==> src/host_port_pkg.sv <==
package host_port_pkg;
	localparam int NUM_CHAN = 4;
	localparam int NUM_IRQ  = 5;
	localparam int NUM_MUX  = 3;
	// register byte addresses on the cpu port
	localparam logic [15:0] HOST_IF_CTRL_OFS = 16'hfff0;
	localparam logic [15:0] SYS_CTRL2_OFS    = 16'hfff4;
	localparam logic [15:0] AUX_CTRL_OFS     = 16'hfff5;
	localparam logic [15:0] PIN_DIR_OFS      = 16'hfff6;
	localparam logic [15:0] IRQ_LATCH_OFS    = 16'hfff7;
	localparam logic [15:0] ODR_BASE_OFS     = 16'hfe00;
	localparam logic [15:0] IDR_BASE_OFS     = 16'hfe04;
	localparam logic [15:0] STR_BASE_OFS     = 16'hfe08;
	// field positions
	localparam int FAST_GATE_EN_BIT = 0;
	localparam int HOST_PORT_EN_BIT = 0;
	localparam int SHUTDOWN_EN_BIT  = 1;
	localparam int CHAN2_EN_BIT     = 2;
	localparam int CHAN3_EN_BIT     = 3;
	localparam int CHAN4_EN_BIT     = 4;
	localparam int GATE_STAT_BIT    = 0;
	localparam int GATE_DIR_BIT     = 5;
	localparam int STR_OBF_BIT      = 0;
	localparam int STR_IBF_BIT      = 1;
	localparam int STR_CMD_BIT      = 3;
	localparam int GATE_DATA_BIT    = 1;
	// reset values
	localparam logic [7:0] HOST_IF_CTRL_RST = 8'h00;
	localparam logic [7:0] SYS_CTRL2_RST    = 8'h00;
	localparam logic [7:0] PIN_DIR_RST      = 8'h00;
	localparam logic [7:0] IRQ_LATCH_RST    = 8'h00;
	localparam logic       GATE_RST         = 1'b1;
	// gate command codes
	localparam logic [7:0] GATE_CMD     = 8'hd1;
	localparam logic [7:0] GATE_END_CMD = 8'hff;

	typedef enum logic [1:0] {
		GATE_IDLE,
		GATE_ARMED,
		GATE_DONE
	} gate_state_t;
endpackage : host_port_pkg

==> src/host_parallel_port_gate_ctl.sv <==
`timescale 1ns/100ps
// Overview of operation
// - read, address 0: drive output data
// - read, address 1: drive status register
// - write, address 0: capture data byte
// - write, address 1: capture command byte
// - command/data flag follows address at write
// - port works only when enabled
// - fast gate needs fast-gate enable bit
// - gate pin level readable in status
// - gate output starts at one
// - decoder watches channel 1 only
// - data bit1 one after D1 sets gate
// - data bit1 zero after D1 clears gate
// - clearing fast-gate enable clears gate
// - D1, data, FF leave flag clear
// - other command after sequence sets flag
// - non-D1 cancels; repeated D1 re-arms
// - shutdown needs shutdown and port enable
// - shutdown floats irq and gate outputs
// - shutdown forces selects, strobes, address high
// - shutdown floats host data bus
// - shutdown release restores normal operation
// - shutdown freezes shared muxed inputs
// - optional pins shut only when selected
// - channel 2 select pin follows fast-gate
module host_parallel_port_gate_ctl
	import host_port_pkg::*;
(
	input  wire logic                i_core_clk,
	input  wire logic                i_rst,
	input  wire logic [15:0]         i_reg_addr,
	input  wire logic [7:0]          i_reg_wdata,
	input  wire logic                i_reg_wr,
	input  wire logic                i_reg_rd,
	output logic      [7:0]          o_reg_rdata,
	input  wire logic                i_chan1_select_n,
	input  wire logic                i_chan2_select_n,
	input  wire logic                i_chan2_alt_select_n,
	input  wire logic                i_chan3_select_n,
	input  wire logic                i_chan4_select_n,
	input  wire logic                i_host_addr_bit,
	input  wire logic                i_host_rd_n,
	input  wire logic                i_host_wr_n,
	input  wire logic [7:0]          i_host_data_bus,
	output logic      [7:0]          o_host_data_bus,
	output logic                     o_host_data_oe_n,
	output logic                     o_gate_out,
	output logic                     o_gate_oe_n,
	output logic      [NUM_IRQ-1:0]  o_host_irq,
	output logic      [NUM_IRQ-1:0]  o_host_irq_oe_n,
	input  wire logic                i_port_shutdown_n,
	input  wire logic [NUM_MUX-1:0]  i_mux_in,
	output logic      [NUM_MUX-1:0]  o_mux_in,
	output logic                     o_chan1_in_full_irq
);
	// true when the address falls in a four-channel register bank
	function automatic logic bank_hit(input logic [15:0] a, input logic [15:0] base);
		bank_hit = (a[15:2] == base[15:2]);
	endfunction : bank_hit
	function automatic logic [1:0] onehot_idx(input logic [NUM_CHAN-1:0] v);
		onehot_idx = v[3] ? 2'd3 : v[2] ? 2'd2 : v[1] ? 2'd1 : 2'd0;
	endfunction : onehot_idx
	logic [7:0]                  host_interface_control_ff, sys_ff, dir_ff, irq_ff, rdata_ff, nxt_rdata;
	logic [4:0]                  sel_meta_ff, sel_sync_ff;
	logic [3:0]                  ctl_meta_ff, ctl_sync_ff;
	logic [7:0]                  dat_meta_ff, dat_sync_ff;
	logic [NUM_MUX-1:0]          mux_meta_ff, mux_sync_ff, mux_ff, mux_frz;
	logic [NUM_CHAN-1:0][7:0]    idr_ff, odr_ff, str_val;
	logic [NUM_CHAN-1:0]         ibf_ff, obf_ff, cd_ff, ibf_set, ibf_clr, obf_set, obf_clr;
	logic [NUM_CHAN-1:0]         chan_en, sel_raw, sel_act;
	logic                        wr_acc_ff, wr_addr_ff, rd_acc_ff, rd_addr_ff;
	logic [1:0]                  wr_ch_ff, rd_ch_ff;
	logic [7:0]                  wr_data_ff, hdata_ff;
	logic                        hoe_n_ff, gate_ff, nxt_gate, swallow;
	gate_state_t                 gate_st_ff, nxt_gate_st;
	wire hpe   = sys_ff[HOST_PORT_EN_BIT];
	wire fen   = host_interface_control_ff[FAST_GATE_EN_BIT];
	wire c2en  = sys_ff[CHAN2_EN_BIT];
	wire sd_sync = ctl_sync_ff[3];
	// shutdown pin only counts with both enables
	wire sd_active = hpe & sys_ff[SHUTDOWN_EN_BIT] & ~sd_sync;
	// every host pin passes two flops before use; async to our clock
	always_ff @(posedge i_core_clk) begin
		if (i_rst) begin
			sel_meta_ff <= 5'h1f;
			sel_sync_ff <= 5'h1f;
			ctl_meta_ff <= 4'hf;
			ctl_sync_ff <= 4'hf;
			dat_meta_ff <= 8'h00;
			dat_sync_ff <= 8'h00;
			mux_meta_ff <= 3'h0;
			mux_sync_ff <= 3'h0;
		end else begin
			sel_meta_ff <= {i_chan4_select_n, i_chan3_select_n, i_chan2_alt_select_n,
				i_chan2_select_n, i_chan1_select_n};
			sel_sync_ff <= sel_meta_ff;
			ctl_meta_ff <= {i_port_shutdown_n, i_host_addr_bit, i_host_wr_n, i_host_rd_n};
			ctl_sync_ff <= ctl_meta_ff;
			dat_meta_ff <= i_host_data_bus;
			dat_sync_ff <= dat_meta_ff;
			mux_meta_ff <= i_mux_in;
			mux_sync_ff <= mux_meta_ff;
		end
	end
	// channels only live while the port is enabled
	assign chan_en = {sys_ff[CHAN4_EN_BIT], sys_ff[CHAN3_EN_BIT], c2en, 1'b1} & {4{hpe}};
	// fast gate takes the primary pin, so channel 2 moves to the alternate
	assign sel_raw = {sel_sync_ff[4], sel_sync_ff[3],
		fen ? sel_sync_ff[2] : sel_sync_ff[1], sel_sync_ff[0]};
	// shutdown forces every select, strobe and address high internally
	assign sel_act = ~sel_raw & chan_en & {4{~sd_active}};
	wire rd_low   = ~ctl_sync_ff[0] & ~sd_active;
	wire wr_low   = ~ctl_sync_ff[1] & ~sd_active;
	wire addr_eff = ctl_sync_ff[2] | sd_active;
	// two selects at once is contention on the pins; treat as idle
	wire one_sel  = (sel_act != 4'h0) && ((sel_act & (sel_act - 4'd1)) == 4'h0);
	// both strobes high or both low: no access at all
	wire rd_acc   = one_sel & rd_low & ~wr_low;
	wire wr_acc   = one_sel & wr_low & ~rd_low;
	wire [1:0] acc_ch = onehot_idx(sel_act);
	wire wr_commit = wr_acc_ff & ~wr_acc;
	wire rd_done   = rd_acc_ff & ~rd_acc;
	// hold the last address and data seen while the write strobe is low
	always_ff @(posedge i_core_clk) begin
		if (i_rst) begin
			wr_acc_ff  <= 1'b0;
			wr_addr_ff <= 1'b0;
			wr_ch_ff   <= 2'd0;
			wr_data_ff <= 8'h00;
			rd_acc_ff  <= 1'b0;
			rd_addr_ff <= 1'b0;
			rd_ch_ff   <= 2'd0;
		end else begin
			wr_acc_ff <= wr_acc;
			rd_acc_ff <= rd_acc;
			if (wr_acc) begin
				wr_addr_ff <= addr_eff;
				wr_ch_ff   <= acc_ch;
				wr_data_ff <= dat_sync_ff;
			end
			if (rd_acc) begin
				rd_addr_ff <= addr_eff;
				rd_ch_ff   <= acc_ch;
			end
		end
	end
	// data or status onto the bus; oe released when no read
	always_ff @(posedge i_core_clk) begin
		if (i_rst) begin
			hdata_ff <= 8'h00;
			hoe_n_ff <= 1'b1;
		end else begin
			hdata_ff <= addr_eff ? str_val[acc_ch] : odr_ff[acc_ch];
			hoe_n_ff <= ~rd_acc;
		end
	end
	assign o_host_data_bus  = hdata_ff;
	assign o_host_data_oe_n = hoe_n_ff;
	// cpu-side strobes
	wire cpu_odr_wr = i_reg_wr & bank_hit(i_reg_addr, ODR_BASE_OFS);
	wire cpu_idr_rd = i_reg_rd & bank_hit(i_reg_addr, IDR_BASE_OFS);
	wire host_interface_control_wr    = i_reg_wr & (i_reg_addr == HOST_IF_CTRL_OFS);
	wire fen_clr    = host_interface_control_wr & ~i_reg_wdata[FAST_GATE_EN_BIT];
	// decoder sees only channel 1 writes, and only in fast mode
	wire gate_hit   = wr_commit & fen & (wr_ch_ff == 2'd0);
	wire is_d1      = wr_addr_ff & (wr_data_ff == GATE_CMD);
	wire is_ff      = wr_addr_ff & (wr_data_ff == GATE_END_CMD);
	// gate sequence decoder, runs only with fast gate enabled
	always_comb begin
		nxt_gate_st = gate_st_ff;
		nxt_gate    = gate_ff;
		swallow     = 1'b0;
		case (gate_st_ff)
			GATE_IDLE: begin
				if (is_d1) begin
					nxt_gate_st = GATE_ARMED;
					swallow     = 1'b1;
				end
			end
			GATE_ARMED: begin
				// repeated D1 re-arms, other command cancels
				if (is_d1) begin
					swallow = 1'b1;
				end else if (wr_addr_ff) begin
					nxt_gate_st = GATE_IDLE;
				end else begin
					// bit 1 of the data byte goes to the pin
					nxt_gate    = wr_data_ff[GATE_DATA_BIT];
					nxt_gate_st = GATE_DONE;
					swallow     = 1'b1;
				end
			end
			GATE_DONE: begin
				// trailing FF and a new D1 are absorbed; other bytes reach firmware
				swallow = is_d1 | is_ff;
				nxt_gate_st = is_d1 ? GATE_ARMED : GATE_IDLE;
			end
			default: begin
				nxt_gate_st = GATE_IDLE;
			end
		endcase
	end
	always_ff @(posedge i_core_clk) begin
		if (i_rst) begin
			gate_ff    <= GATE_RST;
			gate_st_ff <= GATE_IDLE;
		end else if (fen_clr) begin
			gate_ff    <= 1'b0;
			gate_st_ff <= GATE_IDLE;
		end else if (gate_hit) begin
			gate_ff    <= nxt_gate;
			gate_st_ff <= nxt_gate_st;
		end
	end
	// per-channel flag events; a set always beats a clear in the same cycle
	for (genvar g = 0; g < NUM_CHAN; g++) begin : g_chan
		// regular mode flags every write; fast mode hides gate bytes
		assign ibf_set[g] = wr_commit & (wr_ch_ff == g) & ~((g == 0) & gate_hit & swallow);
		assign ibf_clr[g] = cpu_idr_rd & (i_reg_addr[1:0] == g);
		assign obf_set[g] = cpu_odr_wr & (i_reg_addr[1:0] == g);
		assign obf_clr[g] = rd_done & ~rd_addr_ff & (rd_ch_ff == g);
		assign str_val[g] = {4'h0, cd_ff[g], 1'b0, ibf_ff[g], obf_ff[g]};
	end
	always_ff @(posedge i_core_clk) begin
		if (i_rst) begin
			idr_ff <= '0;
			odr_ff <= '0;
			ibf_ff <= '0;
			obf_ff <= '0;
			cd_ff  <= '0;
		end else begin
			ibf_ff <= ibf_set | (ibf_ff & ~ibf_clr);
			obf_ff <= obf_set | (obf_ff & ~obf_clr);
			for (int i = 0; i < NUM_CHAN; i++) begin
				// byte lands in the input register, flag tracks address
				if (wr_commit && wr_ch_ff == i) begin
					idr_ff[i] <= wr_data_ff;
					cd_ff[i]  <= wr_addr_ff;
				end
				if (obf_set[i]) begin
					odr_ff[i] <= i_reg_wdata;
				end
			end
		end
	end
	assign o_chan1_in_full_irq = ibf_ff[0];
	// cpu control registers
	always_ff @(posedge i_core_clk) begin
		if (i_rst) begin
			host_interface_control_ff <= HOST_IF_CTRL_RST;
			sys_ff  <= SYS_CTRL2_RST;
			dir_ff  <= PIN_DIR_RST;
			irq_ff  <= IRQ_LATCH_RST;
		end else if (i_reg_wr) begin
			if (host_interface_control_wr) begin
				host_interface_control_ff <= i_reg_wdata;
			end else if (i_reg_addr == SYS_CTRL2_OFS) begin
				sys_ff <= i_reg_wdata;
			end else if (i_reg_addr == PIN_DIR_OFS) begin
				dir_ff <= i_reg_wdata;
			end else if (i_reg_addr == IRQ_LATCH_OFS) begin
				irq_ff <= i_reg_wdata;
			end
		end
	end
	// read mux; unmapped addresses read zero
	always_comb begin
		nxt_rdata = 8'h00;
		if (i_reg_addr == HOST_IF_CTRL_OFS) begin
			nxt_rdata = host_interface_control_ff;
		end else if (i_reg_addr == SYS_CTRL2_OFS) begin
			nxt_rdata = sys_ff;
		end else if (i_reg_addr == AUX_CTRL_OFS) begin
			// pin level, since the port bit no longer reflects it
			nxt_rdata[GATE_STAT_BIT] = gate_ff;
		end else if (i_reg_addr == PIN_DIR_OFS) begin
			nxt_rdata = dir_ff;
		end else if (i_reg_addr == IRQ_LATCH_OFS) begin
			nxt_rdata = irq_ff;
		end else if (bank_hit(i_reg_addr, ODR_BASE_OFS)) begin
			nxt_rdata = odr_ff[i_reg_addr[1:0]];
		end else if (bank_hit(i_reg_addr, IDR_BASE_OFS)) begin
			nxt_rdata = idr_ff[i_reg_addr[1:0]];
		end else if (bank_hit(i_reg_addr, STR_BASE_OFS)) begin
			nxt_rdata = str_val[i_reg_addr[1:0]];
		end
	end
	always_ff @(posedge i_core_clk) begin
		if (i_rst) begin
			rdata_ff <= 8'h00;
		end else if (i_reg_rd) begin
			rdata_ff <= nxt_rdata;
		end
	end
	assign o_reg_rdata = rdata_ff;
	// optional pins are only ours when selected by the registers
	wire [NUM_IRQ-1:0] irq_sel = {hpe & sys_ff[CHAN4_EN_BIT] & dir_ff[4],
		hpe & sys_ff[CHAN3_EN_BIT] & dir_ff[3], hpe & dir_ff[2],
		hpe & c2en & dir_ff[1], hpe & dir_ff[0]};
	// outputs float while shutdown holds or while their pin is not selected
	assign o_host_irq      = irq_ff[NUM_IRQ-1:0];
	assign o_host_irq_oe_n = ~(irq_sel & {NUM_IRQ{~sd_active}});
	assign o_gate_out      = gate_ff;
	assign o_gate_oe_n     = ~(hpe & fen & dir_ff[GATE_DIR_BIT] & ~sd_active);
	// shared inputs hold their last value while their pin is shut
	assign mux_frz = {sd_active & irq_sel[2], sd_active & irq_sel[1], sd_active & c2en & fen};
	always_ff @(posedge i_core_clk) begin
		if (i_rst) begin
			mux_ff <= 3'h0;
		end else begin
			mux_ff <= (mux_ff & mux_frz) | (mux_sync_ff & ~mux_frz);
		end
	end
	assign o_mux_in = mux_ff;
	// checks on the host side and the gate decoder
	AST_RD_ODR: assert property (@(posedge i_core_clk) disable iff (i_rst)
		rd_acc && !addr_eff |=> !o_host_data_oe_n && o_host_data_bus == $past(odr_ff[acc_ch]))
		else $error("odr not driven on host read");
	AST_RD_STR: assert property (@(posedge i_core_clk) disable iff (i_rst)
		rd_acc && addr_eff |=> o_host_data_bus == $past(str_val[acc_ch]))
		else $error("status not driven on host read");
	AST_WR_IDR: assert property (@(posedge i_core_clk) disable iff (i_rst)
		wr_commit |=> idr_ff[$past(wr_ch_ff)] == $past(wr_data_ff))
		else $error("input register missed host byte");
	AST_CMD_FLAG: assert property (@(posedge i_core_clk) disable iff (i_rst)
		wr_commit |=> cd_ff[$past(wr_ch_ff)] == $past(wr_addr_ff))
		else $error("command flag wrong after write");
	AST_NO_BOTH: assert property (@(posedge i_core_clk) disable iff (i_rst)
		(rd_low && wr_low) || !hpe |=> !wr_acc_ff && o_host_data_oe_n)
		else $error("access with both strobes or port off");
	AST_GATE_RST: assert property (@(posedge i_core_clk)
		$past(i_rst) && !i_rst |-> o_gate_out)
		else $error("gate not high after reset");
	AST_GATE_DATA: assert property (@(posedge i_core_clk) disable iff (i_rst)
		gate_hit && gate_st_ff == GATE_ARMED && !wr_addr_ff && !fen_clr
		|=> o_gate_out == $past(wr_data_ff[GATE_DATA_BIT])
		##1 ($past(fen_clr) || o_gate_out == $past(o_gate_out)))
		else $error("gate output does not follow data bit");
	AST_GATE_OFF: assert property (@(posedge i_core_clk) disable iff (i_rst)
		fen_clr |=> !o_gate_out)
		else $error("gate not cleared with enable");
	AST_D1_QUIET: assert property (@(posedge i_core_clk) disable iff (i_rst)
		gate_hit && is_d1 |-> !ibf_set[0])
		else $error("D1 command flagged to firmware");
	AST_CANCEL: assert property (@(posedge i_core_clk) disable iff (i_rst)
		gate_hit && gate_st_ff == GATE_ARMED && wr_addr_ff && !is_d1 && !fen_clr
		|-> ibf_set[0] ##1 gate_st_ff == GATE_IDLE)
		else $error("cancelled sequence not flagged");
	AST_SD_FLOAT: assert property (@(posedge i_core_clk) disable iff (i_rst)
		sd_active |-> &o_host_irq_oe_n && o_gate_oe_n && !rd_acc && !wr_acc)
		else $error("outputs driven during shutdown");
	AST_SD_BUS: assert property (@(posedge i_core_clk) disable iff (i_rst)
		sd_active [*2] |-> o_host_data_oe_n)
		else $error("data bus driven during shutdown");
	CVR_GATE_SET: cover property (@(posedge i_core_clk) disable iff (i_rst)
		gate_hit && gate_st_ff == GATE_ARMED && !wr_addr_ff);
	CVR_CANCEL: cover property (@(posedge i_core_clk) disable iff (i_rst)
		gate_hit && gate_st_ff == GATE_ARMED && wr_addr_ff && !is_d1);
	CVR_SHUTDOWN: cover property (@(posedge i_core_clk) disable iff (i_rst)
		sd_active ##1 !sd_active);
	CVR_STR_READ: cover property (@(posedge i_core_clk) disable iff (i_rst)
		rd_done && rd_addr_ff);
endmodule : host_parallel_port_gate_ctl

==> config.mk <==
export PLATFORM = sky130hd
export DESIGN_NAME = host_parallel_port_gate_ctl
export DESIGN_NICKNAME = d
export VERILOG_FILES = /design/src/host_port_pkg.sv /design/src/host_parallel_port_gate_ctl.sv
export SDC_FILE = /design/constraint.sdc
export NUM_CORES = 1
export LEC_CHECK = 0
export ABC_AREA = 1
export BUFFER_PORTS_ARGS = -buffer_cell sky130_fd_sc_hd__buf_4
export CORE_MARGIN = 2
export CORE_UTILIZATION = 63
export DETAILED_ROUTE_END_ITERATION = 6
export GPL_ROUTABILITY_DRIVEN = 1
export PLACE_DENSITY = 0.87
export SYNTH_ARGS = -nofsm -noshare
export SYNTH_HDL_FRONTEND = slang
export SYNTH_SLANG_ARGS = --single-unit
==> constraint.sdc <==
create_clock -name i_core_clk -period 3.46 [get_ports i_core_clk]
set_input_delay 0.519 -clock i_core_clk [delete_from_list [all_inputs] [get_ports i_core_clk]]
set_output_delay 0.519 -clock i_core_clk [all_outputs]
set_load 0.005 [all_outputs]
-- Word-level counts from Yosys, hierarchy flattened
Cells that the tools add are included.
- add/sub/neg operators: 1
- $lt $le $gt $ge: 2
- eq/ne operators: 25
- mux-type cells: 38
- bitwise operators: 86
- reduce and logical (&&, ||, !) cells: 20
- operators with widths (cell ; count):
    $mux 8 ; 13
    $bmux 8 s2 ; 5
    $eq 16x16->1 const B ; 5
    $and 1x1->1 ; 52
    $eq 14x14->1 const B ; 3
    $and 4x4->4 ; 6
    $eq 8x8->1 const B ; 2
    $not 1->1 ; 15
    $eq 2x2->1 const B ; 7
    $mux 1 ; 12
    $not 4->4 ; 3
    $mux 2 ; 5
    $eq 2x1->1 const B ; 4
    $logic_not 2->1 ; 4
    $or 4x4->4 ; 2
    $reduce_and 4->1 ; 2
    $mux 7 ; 1
    $and 3x3->3 ; 2
    $lt 2x3->1 const B ; 2
    $ne 2x2->1 const B ; 3
    $pmux 2 s3 ; 1
    $reduce_and 3->1 ; 2
    $and 5x5->5 ; 1
    $logic_and 1x1->1 ; 5
    other kinds (13) ; 15
- flip-flop bits (word level): 187
- input bits: 48
- output and inout port bits: 33
- logic and storage cells: 211

-- Longest topological paths before layout
- depth after elaboration: 18
- mapped depth: 15
- depth with buffers taken out: 14

-- Worst setup path before layout
OpenSTA, ideal clock, no wires.
- path type: input-to-reg
- from: input port i_reg_addr[0]
- to: register host_interface_control_ff[0]
- arrival time: 1800 ps
- data required time: 3338 ps
- setup slack: 1538 ps
- stages on the path: 11
- path buffers: 1
- cell sequence: buf_4 -> nor2_8 -> inv_2 -> nor2_1 -> nand3_1 -> nor2_1 -> clkinv_1 -> nor2_1 -> nor2_1 -> inv_1 -> a21oi_1
- cells in the longest elaborated chain, start to end: 3
- ends and longest elaborated chain (what ; line ; source):
    from (decl) ; host_parallel_port_gate_ctl.sv:32 ; input wire logic [15:0] i_reg_addr,
    $eq 16x16->1 ; host_parallel_port_gate_ctl.sv:163 ; wire host_interface_control_wr = i_reg_wr & (i_reg_addr == HOST_IF_CTRL_OFS);
    $and 1x1->1 ; host_parallel_port_gate_ctl.sv:163 ;
    $reduce_and 2->1 (no line) ; n/a ;
    to (signal assigned) ; host_parallel_port_gate_ctl.sv:257 ; host_interface_control_ff <= i_reg_wdata;
    to (decl) ; host_parallel_port_gate_ctl.sv:64 ; logic [7:0] host_interface_control_ff, sys_ff, dir_ff, irq_ff, rdata_ff, nxt_rdata;
Every way passes these cells.
A chain may end at the register's enable or synchronous reset.

-- Worst setup path after layout
- from: register sys_ff[0]
- to: register idr_ff[11] in the netlist's numbering
- cells in the longest elaborated chain, start to end: 13
- elaborated cells between the ends (all ways): 19
- those cells by class: add/sub: 1; bitwise: 14; reduce/logical: 4
- ends and longest elaborated chain (what ; line ; source):
    from (decl) ; host_parallel_port_gate_ctl.sv:64 ;
    from (signal assigned) ; host_parallel_port_gate_ctl.sv:259 ; sys_ff <= i_reg_wdata;
    $and 1x1->1 (2 in series) ; host_parallel_port_gate_ctl.sv:82 ; wire sd_active = hpe & sys_ff[SHUTDOWN_EN_BIT] & ~sd_sync;
    $not 1->1 ; host_parallel_port_gate_ctl.sv:112, host_parallel_port_gate_ctl.sv:113, host_parallel_port_gate_ctl.sv:114 ;
    $and 4x4->4 ; host_parallel_port_gate_ctl.sv:112 ; assign sel_act = ~sel_raw & chan_en & {4{~sd_active}};
    $sub 4x1->4 ; host_parallel_port_gate_ctl.sv:117 ; wire one_sel = (sel_act != 4'h0) && ((sel_act & (sel_act - 4'd1)) == 4'h0);
    $and 4x4->4 ; host_parallel_port_gate_ctl.sv:117 ;
    $logic_not 4->1 ; host_parallel_port_gate_ctl.sv:117 ;
    $logic_and 1x1->1 ; host_parallel_port_gate_ctl.sv:117 ;
    $and 1x1->1 ; host_parallel_port_gate_ctl.sv:120 ; wire wr_acc = one_sel & wr_low & ~rd_low;
    $and 1x1->1 (*) ; host_parallel_port_gate_ctl.sv:120 ;
    $not 1->1 (*) ; host_parallel_port_gate_ctl.sv:122 ; wire wr_commit = wr_acc_ff & ~wr_acc;
    $and 1x1->1 (*) ; host_parallel_port_gate_ctl.sv:122 ;
    $logic_and 1x1->1 (*) ; host_parallel_port_gate_ctl.sv:237 ; if (wr_commit && wr_ch_ff == i) begin
    to (signal, indexed assignment) ; host_parallel_port_gate_ctl.sv:238 ; idr_ff[i] <= wr_data_ff;
    to (decl) ; host_parallel_port_gate_ctl.sv:69 ; logic [NUM_CHAN-1:0][7:0] idr_ff, odr_ff, str_val;
Every way passes the cells marked *; elsewhere a longest branch is shown, timed or not.

==> run_results.csv <==
group,metric,value,unit
outcome,outcome,"complete, no violations",
floorplanning,core_area,12600,µm²
clock_tree,cts_hold_buf,0,
power,combPwrFrac,4.7,%
clock_tree,htree_levels,4,
floorplanning,die-height,118,µm
cells_and_area,fin_nets,1212,
logic_synthesis,synth_area,8170,µm²
clock_tree,numCtsBuffers,17,
grt,antenna_found_initial,0,
logic_synthesis,ys_seq_area_share,45.8,%
logic_synthesis,netlist_instances,1111,
floorplanning,initial_core_util,64.8,%
route,wirelength,22.1,mm
grt,track_usage,32.2,%
cells_and_area,register_area,3740,µm²
timing,worst_slew_pin_slew,0.850,ns
floorplanning,row_count,41,
setup_path,cp-start-kind,"flip-flop",
setup_path,cp.arrival,3.12,ns
route,wl_per_cell,16.4,µm
cells_and_area,syn2layout_area_growth,14.1,%
floorplanning,die_area,13900,µm²
clock_tree,clkLatencyLatePin,0.44,ns
grt,grt_pass1_wl,36.0,mm
placement,numPortBuffers,80,
grt,grt_start_max_net_pins,87,
timing,period_minus_slack,2.84,ns
placement,dp.final_hpwl,15.4,mm
grt,grt_pass1_vias,7215,
logic_synthesis,yosys_warnings,0,
cells_and_area,drive_gt1_share,15.1,%
power,p_switching,0.00101,W
hold_path,hp-start,"i_port_shutdown_n",
power,finalPower,0.00432,W
clock_tree,clock-sinks,187,
logic_synthesis,yosysTopAreaCellShare,45.8,%
timing,period_share,82.1,%
logic_synthesis,ys_seq_elements,187,
route,vias,7810,
timing,tns,0,ns
route,drt_iter0_markers,911,
clock_tree,postCtsSetupRepairBufs,0,
setup_path,cp.required,3.74,ns
clock_tree,clk_pin_slew_worst_paths,0.07,ns
cells_and_area,final_common_cell,"dfxtp_1",
route,antenna_left,0,
logic_synthesis,synth_fp_nets,1163,
grt,grt_overflow,0,
timing,max_freq,352,MHz
power,p_leak,3.86,nW
cells_and_area,multi_input_area,3610,µm²
logic_synthesis,ys_types,39,
cells_and_area,final_cell_mix,"187 x dfxtp_1, 166 x nand2_1, 154 x o21ai_0",
route,first_pass_iters,6,
floorplanning,pin_count,81,
clock_tree,cts_tree,"built",
route,avgViaCountPerCell,5.81,
cells_and_area,n_antenna_cell,0,
power,p_per_area,464,nW/µm²
clock_tree,post_cts_resized,0,
timing,hold_violations,0,
setup_path,endpoint_kind,"flip-flop",
clock_tree,clock-root-buffer,"clkbuf_16",
cells_and_area,nFillCells,975,
setup_path,critPathKind,"reg -> reg",
setup_path,worstSetupStartpoint,"sys_ff[0]$_SDFFE_PP0P_",
floorplanning,die_x,118,µm
timing,slew_headroom,43.3,%
route,drc,0,
power,swShare,23.3,%
clock_tree,clockBufferDepth,2,
logic_synthesis,synth.largest_area_cell,"dfxtp_1",
timing,drv_slew,0,
power,power_frac_seq,50.5,%
timing,grt_setup_unrepaired,"false",
job,maxCapViolations,0,
placement,gp_congestion,0.974,
power,p_int,0.00332,W
setup_path,rr_startpoint,"sys_ff[0]$_SDFFE_PP0P_",
hold_path,min_path_type,"in -> reg",
timing,skew,0.0113,ns
power,clkPwrFrac,44.9,%
timing,finalSetupViolCount,0,
logic_synthesis,avgSynthCellArea,7.36,µm²
setup_path,crit_fanout,24,
power,vdd_drop_max,0.000419,V
logic_synthesis,synthTopCellsByArea,"dfxtp_1 46%, o21ai_0 9.4%, a21oi_1 8.5%",
-- power by group through the flow --
stage          sequential, W  clock, W  combinational (W)
2_1_floorplan        0.00223         0           0.000110
3_3_place_gp         0.00223         0           0.000192
3_5_place_dp         0.00223         0           0.000195
4_1_cts              0.00218   0.00194           0.000198
5_1_grt              0.00218   0.00203           0.000222
6_report             0.00218   0.00194           0.000202
-- area by class of cell --
| cell class | count | share of cell area [%] |
|---|---|---|
| inverters | 140 | 5.63 |
| flip-flops and latches | 187 | 40.1 |
| well taps | 172 | 2.31 |
| clock buffers | 20 | 5.00 |
| repair buffers | 85 | 6.84 |
| multi-input cells | 729 | 38.7 |
| clock inverters | 12 | 1.38 |
-- flip-flops by register name, indices dropped and copies added, names as in the netlist, 3 cells and up, named ones only --
signal	cells
dir_ff	8
wr_data_ff	8
mux_sync_ff	3
ctl_sync_ff	4
sys_ff	8
irq_ff	8
dat_meta_ff	8
ctl_meta_ff	4
obf_ff	4
sel_meta_ff	5
dat_sync_ff	8
sel_sync_ff	5
o_host_data_bus	8
odr_ff	32
cd_ff	4
o_reg_rdata	8
mux_meta_ff	3
ibf_ff	4
host_interface_control_ff	8
idr_ff	32
-- cells in the mapped netlist, drive strengths merged --
cell and number:
a211oi 8, a21o 1, a21oi 139, a31oi 3
and2 1, buf 27, clkbuf 28, clkinv 1
dfxtp 187, ha 4, inv 139, nand2 181
nand3 45, nand4 22, nor2 118, nor3 8
nor4 1, o211ai 5, o21a 4, o21ai 158
o21bai 1, o22ai 12, or2 18
-- per-stage QoR --
| step | setup WS, ns | hold WS (ns) | util [%] | std cells | instance area [µm²] |
|---|---|---|---|---|---|
| finish | 0.620 | 0.258 | 73.9 | 1345 | 9330 |
| global route | 0.430 | 0.250 | 73.9 | 1345 | 9330 |
| CTS | 0.653 | 0.255 | 73.9 | 1345 | 9330 |
| detailed placement | 0.710 | 0.392 | 69.2 | 1313 | 8730 |
| global placement | 0.817 | 0.389 | 69.2 | 1313 | 8730 |
| floorplan | 1.54 | 0.388 | - | 1111 | 8170 |
-- worst max-delay path, stage by stage (launching register included) --
cell and delay, ns:
dfxtp_1 0.55, nand3_4 0.22, nand2_2 0.29, nand2_2 0.33, nand4_1 0.22, nand2_2 0.10, nand2_4 0.22, inv_2 0.12
nor2_8 0.23, nand2_2 0.19, nand2_1 0.13, a21oi_1 0.06
-- final timing paths --
kind	end	slack, ns	cells after the start
max	idr_ff[11]$_SDFFE_PP0P_	0.62	11
min	ctl_meta_ff[3]$_SDFF_PP1_	0.26	2
min reg2reg	dat_sync_ff[4]$_SDFF_PP0_	0.40	2
max reg2reg	idr_ff[11]$_SDFFE_PP0P_	0.62	11
-- logic make-up after synthesis --
logic type	share of synthesized area, %
and+or+nand+nor	22.3
AOI/OAI and AO/OA	21.2
adders and majority gates	0.612
buffers and inverters	10.0
DFF	45.8
-- metal layers --
layer	global-route usage (%)	routed length, µm	up-vias
li1	-	-	3741
met1	42.3	9180	3588
met2	51.6	10200	425
met3	7.61	2040	56
met4	12.2	625	0
met5	0	0	-
(Power assumes the default switching activity.)
